### src/self_prog_pkg.sv
// constants, types and register map of the self-programming section control
// assumes a single 200 MHz core clock and word-addressed program flash
package self_prog_pkg;

   // ------------------------------------------------------------------
   // clock and programming time
   // ------------------------------------------------------------------
   localparam int CLK_PERIOD_NS     = 5;
   localparam int PROG_TIME_MIN_NS  = 3700000;  // 3.7 ms
   localparam int PROG_TIME_MAX_NS  = 4500000;  // 4.5 ms
   localparam int PROG_CYCLES_MIN   = (PROG_TIME_MIN_NS + CLK_PERIOD_NS - 1) / CLK_PERIOD_NS;
   localparam int PROG_CYCLES_MAX   = PROG_TIME_MAX_NS / CLK_PERIOD_NS;
   localparam int PROG_CNT_W        = 20;       // holds PROG_CYCLES_MAX

   // ------------------------------------------------------------------
   // register map (byte offsets on the register bus)
   // ------------------------------------------------------------------
   localparam int REG_ADDR_W        = 4;
   localparam logic [1:0] CTRL_IDX   = 2'h0;    // byte 0x0
   localparam logic [1:0] STATUS_IDX = 2'h1;    // byte 0x4
   localparam logic [1:0] LOCK_IDX   = 2'h2;    // byte 0x8
   localparam logic [1:0] BOUND_IDX  = 2'h3;    // byte 0xC

   // control fields (write-one strobes)
   localparam int CTRL_READ_EN_BIT  = 0;

   // status fields
   localparam int ST_OP_BUSY_BIT    = 0;
   localparam int ST_CONC_BUSY_BIT  = 1;
   localparam int ST_STALL_BIT      = 2;
   localparam int ST_IGNORED_BIT    = 3;       // sticky, write one to clear
   localparam int ST_DENIED_BIT     = 4;       // sticky, write one to clear

   // lock fields: group 0 governs application area, group 1 boot area
   localparam int LOCK_G0_LSB       = 0;
   localparam int LOCK_G1_LSB       = 2;
   localparam logic [3:0] LOCK_RESET = 4'hF;    // all unprogrammed

   // axi responses
   localparam logic [1:0] RESP_OKAY   = 2'h0;
   localparam logic [1:0] RESP_SLVERR = 2'h2;

   // ------------------------------------------------------------------
   // store-to-program-memory operations issued by the core
   // ------------------------------------------------------------------
   typedef enum logic [1:0] {
      SPM_LOAD,
      SPM_ERASE,
      SPM_WRITE,
      SPM_LOCK
   } spm_op_e;

endpackage : self_prog_pkg

### src/prog_timer.sv
// down-counter that times one flash erase, write or lock write
// assumes start is a one-cycle pulse from logic on the same clock
`timescale 1ns/10ps
module prog_timer
   import self_prog_pkg::*;
#(
   parameter int CNT_W = PROG_CNT_W
) (
   // clock and reset
   input  wire logic             aclk,
   input  wire logic             aresetn,
   // control
   input  wire logic             start,
   input  wire logic [CNT_W-1:0] cycles,
   // status
   output logic                  running,
   output logic                  done
);

   typedef struct packed {
      logic [CNT_W-1:0] count;
      logic             running;
      logic             done;
   } timer_s;

   timer_s st;
   timer_s next_st;

   // ------------------------------------------------------------------
   // count down, done pulses in the first cycle after the interval, as running falls
   // ------------------------------------------------------------------
   always_comb begin
      next_st      = st;
      next_st.done = 1'b0;
      if (start) begin
         next_st.count   = cycles;
         next_st.running = 1'b1;
      end else if (st.running) begin
         if (st.count <= CNT_W'(1)) begin
            next_st.running = 1'b0;
            next_st.done    = 1'b1;
            next_st.count   = '0;
         end else begin
            next_st.count = st.count - CNT_W'(1);
         end
      end
   end

   // state register
   always_ff @(posedge aclk) begin
      if (!aresetn) begin
         st <= '0;
      end else begin
         st <= next_st;
      end
   end

   assign running = st.running;
   assign done    = st.done;

endmodule : prog_timer

### src/self_prog_section_control.sv
// self-programming section control: gates the core's store-to-program-memory
// requests, times erase/write, stalls the core and tracks the busy flag.
// assumes spm requests come from the core on aclk and the fuses are static.
`timescale 1ns/10ps
module self_prog_section_control
   import self_prog_pkg::*;
#(
   parameter int ADDR_W         = 13,
   parameter int HALT_START     = 7168,
   parameter int BOOT_MIN_WORDS = 128,
   parameter int PROG_CYCLES    = PROG_CYCLES_MIN
) (
   // clock and reset
   input  wire logic                  aclk,
   input  wire logic                  aresetn,
   // configuration fuses
   input  wire logic [1:0]            boot_size_fuses,
   // store requests from the core
   input  wire logic                  spm_valid,
   input  wire spm_op_e               spm_op,
   input  wire logic [ADDR_W-1:0]     spm_pc,
   input  wire logic [ADDR_W-1:0]     spm_addr,
   input  wire logic [3:0]            spm_lock_data,
   // towards the core and the flash array
   output logic                       core_stall,
   output logic                       concurrent_section_busy,
   output logic                       flash_cmd_valid,
   output spm_op_e                    flash_cmd_op,
   output logic [ADDR_W-1:0]          flash_cmd_addr,
   output logic                       flash_op_done,
   output logic                       spm_ignored,
   // axi4-lite write address
   input  wire logic [REG_ADDR_W-1:0] s_axi_awaddr,
   input  wire logic                  s_axi_awvalid,
   output logic                       s_axi_awready,
   // axi4-lite write data
   input  wire logic [31:0]           s_axi_wdata,
   input  wire logic [3:0]            s_axi_wstrb,
   input  wire logic                  s_axi_wvalid,
   output logic                       s_axi_wready,
   // axi4-lite write response
   output logic [1:0]                 s_axi_bresp,
   output logic                       s_axi_bvalid,
   input  wire logic                  s_axi_bready,
   // axi4-lite read address
   input  wire logic [REG_ADDR_W-1:0] s_axi_araddr,
   input  wire logic                  s_axi_arvalid,
   output logic                       s_axi_arready,
   // axi4-lite read data
   output logic [31:0]                s_axi_rdata,
   output logic [1:0]                 s_axi_rresp,
   output logic                       s_axi_rvalid,
   input  wire logic                  s_axi_rready
);

   // ------------------------------------------------------------------
   // types and state
   // ------------------------------------------------------------------
   typedef enum logic [1:0] {
      IDLE,
      PROG
   } state_e;

   typedef struct packed {
      state_e                  state;
      logic                    fuse_taken;
      logic [ADDR_W-1:0]       boot_start;
      logic [3:0]              lock;
      logic                    target_conc;
      logic                    stall;
      logic                    conc_busy;
      logic                    ignored_flag;
      logic                    denied_flag;
      logic                    cmd_valid;
      spm_op_e                 cmd_op;
      logic [ADDR_W-1:0]       cmd_addr;
      logic                    op_done;
      logic                    ignored_pulse;
      logic                    aw_have;
      logic [1:0]              aw_idx;
      logic                    w_have;
      logic [31:0]             w_data;
      logic                    w_byte0;
      logic                    awready;
      logic                    wready;
      logic                    bvalid;
      logic [1:0]              bresp;
      logic                    arready;
      logic                    rvalid;
      logic [31:0]             rdata;
      logic [1:0]              rresp;
   } ctrl_s;

   localparam int CNT_W = PROG_CNT_W;
   localparam logic [ADDR_W-1:0] HALT_BASE = ADDR_W'(HALT_START);

   ctrl_s            st;
   ctrl_s            next_st;
   logic             timer_start;
   logic             timer_running;
   logic             timer_done;
   logic [ADDR_W:0]  boot_words;
   logic [ADDR_W:0]  boot_start_raw;
   logic [ADDR_W-1:0] boot_start_fix;
   logic             pc_in_boot;
   logic             tgt_in_boot;
   logic             write_locked;
   logic             do_write;
   logic             read_en_strobe;
   logic             status_clear_ign;
   logic             status_clear_den;

   // ------------------------------------------------------------------
   // operation timer
   // ------------------------------------------------------------------
   prog_timer #(
      .CNT_W (CNT_W)
   ) u_timer (
      .aclk    (aclk),
      .aresetn (aresetn),
      .start   (timer_start),
      .cycles  (CNT_W'(PROG_CYCLES)),
      .running (timer_running),
      .done    (timer_done)
   );

   // ------------------------------------------------------------------
   // boot-area boundary from the fuses
   // ------------------------------------------------------------------
   // programmed fuse bits read zero and give the larger boot area
   always_comb begin
      boot_words     = (ADDR_W+1)'(BOOT_MIN_WORDS) << (~boot_size_fuses);
      boot_start_raw = ((ADDR_W+1)'(1) << ADDR_W) - boot_words;
      // never let the boot area reach below the halting boundary
      if (boot_start_raw < (ADDR_W+1)'(HALT_START)) begin
         boot_start_fix = HALT_BASE;
      end else begin
         boot_start_fix = boot_start_raw[ADDR_W-1:0];
      end
   end

   // ------------------------------------------------------------------
   // request qualification
   // ------------------------------------------------------------------
   always_comb begin
      pc_in_boot  = (spm_pc >= st.boot_start);
      tgt_in_boot = (spm_addr >= st.boot_start);
      // group mode 2 and 3 (low bit programmed) forbid writing the area
      if (tgt_in_boot) begin
         write_locked = !st.lock[LOCK_G1_LSB];
      end else begin
         write_locked = !st.lock[LOCK_G0_LSB];
      end
   end

   // ------------------------------------------------------------------
   // register-bus write decode
   // ------------------------------------------------------------------
   always_comb begin
      do_write         = st.aw_have && st.w_have && !st.bvalid;
      read_en_strobe   = do_write && st.w_byte0 && (st.aw_idx == CTRL_IDX)
                         && st.w_data[CTRL_READ_EN_BIT];
      status_clear_ign = do_write && st.w_byte0 && (st.aw_idx == STATUS_IDX)
                         && st.w_data[ST_IGNORED_BIT];
      status_clear_den = do_write && st.w_byte0 && (st.aw_idx == STATUS_IDX)
                         && st.w_data[ST_DENIED_BIT];
   end

   // ------------------------------------------------------------------
   // next-state logic
   // ------------------------------------------------------------------
   always_comb begin
      next_st               = st;
      next_st.cmd_valid     = 1'b0;
      next_st.op_done       = 1'b0;
      next_st.ignored_pulse = 1'b0;
      timer_start           = 1'b0;

      // fuses are caught once, on the first edge after reset release
      if (!st.fuse_taken) begin
         next_st.boot_start = boot_start_fix;
         next_st.fuse_taken = 1'b1;
      end

      // sticky flags: clears first so a same-cycle event wins
      if (status_clear_ign) begin
         next_st.ignored_flag = 1'b0;
      end
      if (status_clear_den) begin
         next_st.denied_flag = 1'b0;
      end
      // re-enable only after the operation has finished
      if (read_en_strobe && st.state == IDLE) begin
         next_st.conc_busy = 1'b0;
      end

      case (st.state)
         IDLE: begin
            if (spm_valid && st.fuse_taken) begin
               if (!pc_in_boot) begin
                  next_st.ignored_flag  = 1'b1;
                  next_st.ignored_pulse = 1'b1;
               end else if (spm_op == SPM_LOAD) begin
                  next_st.conc_busy = 1'b0;
                  next_st.cmd_valid = 1'b1;
                  next_st.cmd_op    = spm_op;
                  next_st.cmd_addr  = spm_addr;
               end else if (spm_op == SPM_LOCK) begin
                  // lock bits can only be programmed (driven to zero) here
                  next_st.lock      = st.lock & spm_lock_data;
                  next_st.cmd_valid = 1'b1;
                  next_st.cmd_op    = spm_op;
                  next_st.cmd_addr  = spm_addr;
                  next_st.stall     = 1'b1;
                  next_st.state     = PROG;
                  timer_start       = 1'b1;
               end else if (write_locked) begin
                  next_st.denied_flag = 1'b1;
               end else begin
                  // the fetch area plays no part in the stall decision
                  next_st.target_conc = (spm_addr < HALT_BASE);
                  next_st.stall       = !(spm_addr < HALT_BASE);
                  if (spm_addr < HALT_BASE) begin
                     next_st.conc_busy = 1'b1;
                  end
                  next_st.cmd_valid = 1'b1;
                  next_st.cmd_op    = spm_op;
                  next_st.cmd_addr  = spm_addr;
                  next_st.state     = PROG;
                  timer_start       = 1'b1;
               end
            end
         end
         PROG: begin
            // a second store while one runs is dropped, not queued
            if (spm_valid) begin
               next_st.ignored_flag  = 1'b1;
               next_st.ignored_pulse = 1'b1;
            end
            if (timer_done) begin
               next_st.stall   = 1'b0;
               next_st.op_done = 1'b1;
               next_st.state   = IDLE;
            end
         end
         default: begin
            next_st.state = IDLE;
            next_st.stall = 1'b0;
         end
      endcase

      // ---------------- axi4-lite write channels ----------------
      if (s_axi_awvalid && st.awready) begin
         next_st.aw_have = 1'b1;
         next_st.aw_idx  = s_axi_awaddr[3:2];
      end
      if (s_axi_wvalid && st.wready) begin
         next_st.w_have  = 1'b1;
         next_st.w_data  = s_axi_wdata;
         next_st.w_byte0 = s_axi_wstrb[0];
      end
      if (do_write) begin
         next_st.aw_have = 1'b0;
         next_st.w_have  = 1'b0;
         next_st.bvalid  = 1'b1;
         next_st.bresp   = RESP_OKAY;
         if (st.aw_idx == LOCK_IDX && st.w_byte0) begin
            next_st.lock = next_st.lock & st.w_data[3:0];
         end
         if (st.aw_idx == BOUND_IDX) begin
            next_st.bresp = RESP_SLVERR; // boundary is read only
         end
      end
      if (st.bvalid && s_axi_bready) begin
         next_st.bvalid = 1'b0;
      end
      next_st.awready = !next_st.aw_have && !next_st.bvalid;
      next_st.wready  = !next_st.w_have && !next_st.bvalid;

      // ---------------- axi4-lite read channels ----------------
      if (s_axi_arvalid && st.arready) begin
         next_st.rvalid = 1'b1;
         next_st.rresp  = RESP_OKAY;
         next_st.rdata  = 32'h0000_0000;
         case (s_axi_araddr[3:2])
            CTRL_IDX: begin
               next_st.rdata = 32'h0000_0000;
            end
            STATUS_IDX: begin
               next_st.rdata[ST_OP_BUSY_BIT]   = (st.state == PROG);
               next_st.rdata[ST_CONC_BUSY_BIT] = st.conc_busy;
               next_st.rdata[ST_STALL_BIT]     = st.stall;
               next_st.rdata[ST_IGNORED_BIT]   = st.ignored_flag;
               next_st.rdata[ST_DENIED_BIT]    = st.denied_flag;
            end
            LOCK_IDX: begin
               next_st.rdata[3:0] = st.lock;
            end
            BOUND_IDX: begin
               next_st.rdata[ADDR_W-1:0] = st.boot_start;
            end
            default: begin
               next_st.rresp = RESP_SLVERR;
            end
         endcase
      end
      if (st.rvalid && s_axi_rready) begin
         next_st.rvalid = 1'b0;
      end
      next_st.arready = !next_st.rvalid;
   end

   // ------------------------------------------------------------------
   // state register
   // ------------------------------------------------------------------
   always_ff @(posedge aclk) begin
      if (!aresetn) begin
         st         <= '0;
         st.state   <= IDLE;
         st.lock    <= LOCK_RESET;
         st.cmd_op  <= SPM_LOAD;
      end else begin
         st <= next_st;
      end
   end

   // ------------------------------------------------------------------
   // outputs, all straight from the state register
   // ------------------------------------------------------------------
   assign core_stall              = st.stall;
   assign concurrent_section_busy = st.conc_busy;
   assign flash_cmd_valid         = st.cmd_valid;
   assign flash_cmd_op            = st.cmd_op;
   assign flash_cmd_addr          = st.cmd_addr;
   assign flash_op_done           = st.op_done;
   assign spm_ignored             = st.ignored_pulse;
   assign s_axi_awready           = st.awready;
   assign s_axi_wready            = st.wready;
   assign s_axi_bresp             = st.bresp;
   assign s_axi_bvalid            = st.bvalid;
   assign s_axi_arready           = st.arready;
   assign s_axi_rdata             = st.rdata;
   assign s_axi_rresp             = st.rresp;
   assign s_axi_rvalid            = st.rvalid;

   // timer_running is the timer's own view; state PROG covers it and stays one cycle longer, until done
   logic unused_running;
   assign unused_running = timer_running;

endmodule : self_prog_section_control

### config.mk
export PLATFORM = sky130hd
export DESIGN_NAME = self_prog_section_control
export DESIGN_NICKNAME = d
export VERILOG_FILES = /design/src/self_prog_pkg.sv /design/src/prog_timer.sv /design/src/self_prog_section_control.sv
export SDC_FILE = /design/constraint.sdc
export NUM_CORES = 1
export LEC_CHECK = 0
export BUFFER_PORTS_ARGS = -buffer_cell sky130_fd_sc_hd__buf_2
export CAP_MARGIN = 20
export CORE_ASPECT_RATIO = 0.7
export CORE_UTILIZATION = 35
export DETAILED_ROUTE_END_ITERATION = 6
export HOLD_SLACK_MARGIN = 0.02
export PLACE_DENSITY_LB_ADDON = 0.1
export SYNTH_ARGS = -nofsm -noshare
export SYNTH_HDL_FRONTEND = slang
export SYNTH_SLANG_ARGS = --single-unit
### constraint.sdc
create_clock -name aclk -period 2.6 [get_ports aclk]
set_input_delay 0.13 -clock aclk [delete_from_list [all_inputs] [get_ports aclk]]
set_output_delay 0.13 -clock aclk [all_outputs]
set_load 0.005 [all_outputs]
==> results of run 1 <==
## power breakdown
part	total, mW	switching [mW]	internal [mW]	leakage [nW]
clock network	1.18	0.479	0.697	0.137
logic	0.612	0.335	0.277	1.18
registers	1.43	0.0731	1.36	0.677
## tightest hold or removal path: stages
cell,delay (ns)
buf_2,0.07
mux2i_1,0.05
nor2_1,0.08
## layer usage
layer,global-route usage [%],wire [um]
met1,23.5,4930
met3,5.31,431
met4,3.88,67
met5,0,0
met2,22.2,3640
## registers in the layout (all words and copies together) (netlist names), 2 cells and up
name,cells
st,24
s_axi_rdata,11
flash_cmd_addr,13
flash_cmd_op,2
u_timer.st,20
## cells in the mapped netlist, drive strengths merged, types with 5 or more instances
| cell type | count |
|---|---|
| ha | 15 |
| nand2 | 42 |
| xnor2 | 13 |
| mux2i | 17 |
| dfxtp | 83 |
| a31oi | 7 |
| nor3 | 20 |
| a22oi | 6 |
| o21a | 10 |
| nor4 | 5 |
| nand3 | 20 |
| buf | 57 |
| nand2b | 5 |
| o21ai | 7 |
| nor2 | 50 |
| inv | 11 |
| clkbuf | 13 |
| a21oi | 27 |
## cells by family after synthesis
group | share of synthesized area (%)
xor+xnor | 3.49
fa+ha+maj | 4.67
flops | 41.4
other cells | 0.0934
compound gates | 13.0
simple gates | 19.9
mux | 4.24
buf+inv | 13.2
## worst min-delay path by stage
stage	startpoint	end	slack [ns]	depth (start not counted)
final	spm_addr[0]	flash_cmd_addr[0]$_SDFFE_PN0P_	0.04	3
after global routing	spm_addr[3]	flash_cmd_addr[3]$_SDFFE_PN0P_	0.04	3
after CTS	spm_addr[6]	flash_cmd_addr[6]$_SDFFE_PN0P_	0.03	3
after detailed placement	spm_addr[0]	flash_cmd_addr[0]$_SDFFE_PN0P_	0.37	3
after global placement	spm_addr[1]	flash_cmd_addr[1]$_SDFFE_PN0P_	0.37	3
after floorplan	aresetn	st[118]$_SDFF_PN0_	0.16	0
## final cells by class
type | count | share of cell area (%)
Sequential cell | 83 | 36.0
Clock inverter | 2 | 0.217
Tap cell | 153 | 4.15
Timing Repair Buffer | 97 | 11.4
Multi-Input combinational cell | 318 | 41.6
Inverter | 11 | 0.896
Clock buffer | 14 | 5.73
## cell usage in the layout, fill, tap and decap left out, types with 2 or more instances in the layout
cell / instances
a211oi_1: 2
a21o_1: 2
a21oi_1: 27
a221oi_1: 4
a22oi_1: 6
a31oi_1: 6
a32o_1: 2
and2_1: 3
and3_1: 4
buf_2: 81
buf_4: 16
clkbuf_1: 3
clkbuf_16: 9
clkbuf_8: 2
clkinv_2: 2
conb_1: 24
dfxtp_1: 83
ha_1: 15
inv_1: 11
mux2i_1: 17
nand2_1: 42
nand2b_1: 5
nand3_1: 20
nand3b_1: 3
nand4_1: 2
nor2_1: 49
nor2b_1: 3
nor3_1: 20
nor3b_1: 2
nor4_1: 4
o211ai_1: 2
o21a_1: 10
o21ai_0: 7
o221ai_1: 4
or2_2: 2
or3_1: 2
xnor2_1: 13
xor2_1: 3
==> results.rst, run 1 <==
.. list-table::
   :header-rows: 1

   * - Metric
     - Value
   * - Number of buffers added by the clock tree synthesis step
     - 9
   * - Horizontal die dimension
     - 130 um
   * - Normalized max-slew margin
     - 66.0%
   * - Worst-case clock buffer depth
     - 2
   * - Element type at the critical path end
     - register
   * - Multi-input gate area
     - 0.00192 sq mm
   * - Die ar.
     - 0.0119 sq mm
   * - Antenna-violating nets left
     - 0
   * - Max capacitance violation total
     - 0
   * - Post CTS Setup Buffer Count
     - 0
   * - Num ports
     - 147
   * - DRT Pass-1 Iters
     - 4
   * - Maximum number of pins on one net before global-route repair
     - 31
   * - CP Depth
     - 7
   * - Final number of hold-violating endpoints
     - 0
   * - Final Instance Area
     - 0.00461 sq mm
   * - Mapped Cells
     - 459
   * - Overall power of the completed layout
     - 3.22 mW
   * - Clock transition at path regs
     - 0.06 ns
   * - Setup slack on the worst flop-to-flop path
     - 0.26 ns
   * - Final #Nets
     - 621
   * - Global placement routability congestion
     - 0.794
   * - Fin worst setup slack
     - 0.259 ns
   * - Filler-free cell count of the finished design
     - 678
   * - Class of the tightest hold or removal check
     - in2reg
   * - Slew @ Worst Pin
     - 0.510 ns
   * - Post-cts gate resize count
     - 0
   * - Post-place setup slack
     - 0.227 ns
   * - Synth-to-layout area growth
     - 14.8%
   * - Final Critical Period
     - 2.34 ns
   * - Netlist area before placement
     - 0.00402 sq mm
   * - Number of DRC violations after detailed-routing iteration 0
     - 157
   * - Placeable core region
     - 0.0111 sq mm
   * - Final number of max-transition violations
     - 0
   * - Worst Path Buf+Inv
     - 2
   * - Data arrival, critical path
     - 2.61 ns
   * - Number of vias per cell
     - 4.71
   * - Share of the yosys chip area belonging to registers
     - 41.4%
   * - Num Clock Sinks
     - 83
   * - Top cell family by delay on the critical path
     - simple AND/OR/NAND/NOR gates
   * - Worst clock skew on the final layout
     - 0.00568 ns
   * - Final period utilization
     - 90.0%
   * - Share of layout cells above drive strength 1
     - 22.3%
   * - H-tree depth
     - 3
   * - Crit path max fanout
     - 7
   * - Number of different library cells in the post-synthesis netlist
     - 49
   * - Number of placed instances, taps included
     - 662
   * - Async S/R FF share, synth
     - 0%
   * - Number of core rows
     - 32
   * - Register bit total from synthesis
     - 83
   * - Via count
     - 3191
   * - CP Data Required Time
     - 2.87 ns
   * - Slowest cell on crit path
     - or4_4
   * - Maximum operating frequency
     - 427 MHz
   * - Leak
     - 1.99 nW
   * - R2r endpoint
     - u_timer.done$_SDFF_PP0_
   * - Worst-Skew Late Latency
     - 0.33 ns
   * - Critical Path End
     - u_timer.done$_SDFF_PP0_
   * - Dominant synthesized flop cell
     - dfxtp_1
   * - Worst VDD drop
     - 0.308 mV
   * - Syn Area/Cell
     - 8.75 sq um
   * - Count of final setup violators
     - 0
   * - Total Wirelength
     - 9070 um
   * - Worst hold slack across all endpoints
     - 0.0364 ns
   * - Height of the chip
     - 91.6 um
   * - Root buf cell
     - clkbuf_16
   * - Clock tree from TritonCTS
     - yes
   * - Global-route wire length before repair
     - 14600 um
   * - Number of cells on the worst reg-to-reg path
     - 7
   * - Placed standard-cell area
     - 0.00434 sq mm
   * - Hold-fix buffers at CTS
     - 0
   * - Initial Util
     - 36.2%
   * - Startpoint type of the worst setup path
     - register
   * - Outcome
     - finished clean
   * - Count of flip-flops with a built-in enable after synthesis
     - 0
   * - Unrepaired setup endpoints after global routing
     - false
   * - Post-DR wirelength/cell
     - 13.4 um
   * - Post-detailed-route DRC marker count
     - 0
   * - FF/Latch Area
     - 0.00166 sq mm
   * - Maximum single-stage delay on the critical path
     - 0.55 ns
   * - Launch point of the worst path
     - u_timer.st[11]$_SDFFE_PN0P_
   * - Crit Path Category
     - reg2reg
   * - Share of the core filled with cells in the final layout
     - 41.6%
   * - R2R Path Start
     - u_timer.st[11]$_SDFFE_PN0P_
   * - Detailed placement HPWL
     - 6800 um
   * - Synth top area cells
     - dfxtp_1 (41%), buf_4 (9.5%), ha_1 (4.7%)
   * - Total congestion overflow
     - 0
   * - Final TNS setup
     - 0 ns
   * - Cell mode on critical path
     - buf_4
   * - Number of warning messages in the yosys log
     - 0
   * - Share of the synthesized area in the top cell type
     - 41.4%
   * - Overall track demand over capacity in global routing
     - 16.0%
   * - Via count of the first global-routing pass
     - 2875
   * - Biggest area consumer among synthesized cells
     - dfxtp_1
   * - Power per cell area
     - 699 mW/mm^2
   * - Number of antenna violations at the first check in global routing
     - 0
   * - Filler cells
     - 1135
   * - Antenna cell count
     - 0
   * - Number of input and output port buffers inserted
     - 81
   * - CP Cell Sequence
     - or4_4, or3_1, nor4_4, and3_1, buf_4, buf_4, nor2b_1
Note: power is estimated with default switching activity, not from simulation.
==> run 2: changes to the inputs <==
- CELL_PAD_IN_SITES_DETAIL_PLACEMENT: default -> 0
- CELL_PAD_IN_SITES_GLOBAL_PLACEMENT: default -> 2
- CORE_UTILIZATION: 35 -> 25
==> results.rst, run 2 (same netlist as run 1, synthesis figures left out) <==
.. list-table::
   :header-rows: 1

   * - Metric
     - Value
   * - Outcome
     - finished clean
   * - Power per cell area
     - 722 mW/mm^2
   * - Number of cells on the worst reg-to-reg path
     - 7
   * - Final number of hold-violating endpoints
     - 0
   * - Number of input and output port buffers inserted
     - 81
   * - Final TNS setup
     - 0 ns
   * - Maximum number of pins on one net before global-route repair
     - 38
   * - Crit Path Category
     - reg2reg
   * - Initial Util
     - 25.7%
   * - Number of instances on the worst hold path
     - 3
   * - Register with the highest flop count
     - st
   * - Number of flip-flops in the largest register
     - 24
   * - Start point of the worst min-delay path
     - spm_addr[7]
   * - Number of buffers added by the clock tree synthesis step
     - 9
   * - Most common cell after layout, fill and taps aside
     - dfxtp_1
   * - Antenna cell count
     - 0
   * - Count of final setup violators
     - 0
   * - Root buf cell
     - clkbuf_16
   * - Overall track demand over capacity in global routing
     - 13.4%
   * - Die ar.
     - 0.0166 sq mm
   * - Number of DRC violations after detailed-routing iteration 0
     - 110
   * - Final Instance Area
     - 0.00480 sq mm
   * - Worst hold slack across all endpoints
     - 0.0463 ns
   * - Element type at the critical path end
     - register
   * - Post CTS Setup Buffer Count
     - 0
   * - CP Data Required Time
     - 2.83 ns
   * - Total congestion overflow
     - 0
   * - Hold Crit Endpoint
     - flash_cmd_addr[7]$_SDFFE_PN0P_
   * - Final number of max-transition violations
     - 0
   * - Num Clock Sinks
     - 83
   * - Synth-to-layout area growth
     - 19.5%
   * - Placeable core region
     - 0.0156 sq mm
   * - Via count
     - 3212
   * - Num ports
     - 147
   * - Leak
     - 2.04 nW
   * - R2r endpoint
     - u_timer.st[16]$_SDFFE_PN0P_
   * - Max capacitance violation total
     - 0
   * - Detailed placement HPWL
     - 7800 um
   * - Clock tree from TritonCTS
     - yes
   * - Total Wirelength
     - 10300 um
   * - Class of the tightest hold or removal check
     - in2reg
   * - Number of core rows
     - 38
   * - Startpoint type of the worst setup path
     - register
   * - Antenna-violating nets left
     - 0
   * - Worst VDD drop
     - 0.283 mV
   * - Global-route wire length before repair
     - 16800 um
   * - Share of layout cells above drive strength 1
     - 22.2%
   * - Global placement routability congestion
     - 0.725
   * - Post-detailed-route DRC marker count
     - 0
   * - Number of vias per cell
     - 4.39
   * - Crit path max fanout
     - 16
   * - DRT Pass-1 Iters
     - 4
   * - R2R Path Start
     - u_timer.st[11]$_SDFFE_PN0P_
   * - Maximum operating frequency
     - 421 MHz
   * - Commonest non-fill, non-tap cells in the layout
     - dfxtp_1 (83), buf_2 (81), nor2_1 (49)
   * - Final Critical Period
     - 2.38 ns
   * - Final #Nets
     - 628
   * - Data arrival, critical path
     - 2.61 ns
   * - Unrepaired setup endpoints after global routing
     - false
   * - Horizontal die dimension
     - 153 um
   * - Post-DR wirelength/cell
     - 14.1 um
   * - Setup slack on the worst flop-to-flop path
     - 0.22 ns
   * - Number of antenna violations at the first check in global routing
     - 1
   * - Worst-case clock buffer depth
     - 2
   * - Height of the chip
     - 108 um
   * - Via count of the first global-routing pass
     - 3094
   * - H-tree depth
     - 3
   * - Placed standard-cell area
     - 0.00441 sq mm
   * - Worst-Skew Late Latency
     - 0.35 ns
   * - Final period utilization
     - 91.4%
   * - Clock transition at path regs
     - 0.06 ns
   * - Worst clock skew on the final layout
     - 0.00995 ns
==> run 2: layer usage <==
| metal | routed length [um] | vias up | track usage [%] |
|---|---|---|---|
| met3 | 531 | 14 | 4.01 |
| li1 | - | 1656 | - |
| met2 | 3900 | 91 | 18.6 |
| met5 | 17 | - | 0 |
| met4 | 140 | 2 | 4.71 |
| met1 | 5710 | 1449 | 19.5 |
==> run 2: stage by stage <==
stage	utilization [%]	instances	power (mW)	setup WS (ns)
5_1_grt	30.8	732	3.66	0.0430
3_5_place_dp	28.3	709	2.09	0.242
4_1_cts	30.8	732	3.52	0.224
3_3_place_gp	28.3	709	2.09	0.255
2_1_floorplan	-	482	1.93	0.115
6_report	30.8	732	3.46	0.223
==> run 2: layout make-up <==
class	instances	area, sq um
Multi-Input combinational cell	318	1920
Clock inverter	4	73.8
Fill cell	1662	10800
Tap cell	200	250
Timing Repair Buffer	104	608
Inverter	11	41.3
Clock buffer	12	246
Sequential cell	83	1660
==> run 2: worst max-delay path by stage <==
stage / endpoint / cells past startpoint / slack (ns) / start
detailed placement: u_timer.st[17]$_SDFFE_PP0P_ / 10 / 0.24 / st[112]$_SDFFE_PN0N_
global placement: u_timer.st[7]$_SDFFE_PN0P_ / 7 / 0.26 / u_timer.st[11]$_SDFFE_PN0P_
floorplan: u_timer.st[12]$_SDFFE_PP0P_ / 9 / 0.12 / st[114]$_SDFFE_PN0N_
CTS: u_timer.st[17]$_SDFFE_PP0P_ / 10 / 0.22 / st[112]$_SDFFE_PN0N_
finish: u_timer.st[16]$_SDFFE_PN0P_ / 7 / 0.22 / u_timer.st[11]$_SDFFE_PN0P_
global route: u_timer.st[5]$_SDFFE_PP0P_ / 10 / 0.04 / st[112]$_SDFFE_PN0N_
==> run 2: what timing repair did <==
item,CTS,global route
resized for setup,0,0
hold buffers,7,0
endpoints found under the hold margin,7,0
==> run 2: power breakdown <==
part / internal (mW) / total [mW] / switching (mW)
registers: 1.36 / 1.43 / 0.0706
logic: 0.287 / 0.639 / 0.351
clock network: 0.869 / 1.39 / 0.523
==> run 2: critical path: stages (launching register included) <==
cell	delay, ns
dfxtp_1	0.34
or4_4	0.56
or3_1	0.39
nor4_4	0.35
and3_1	0.26
buf_12	0.16
nor2_1	0.06
o21a_1	0.16
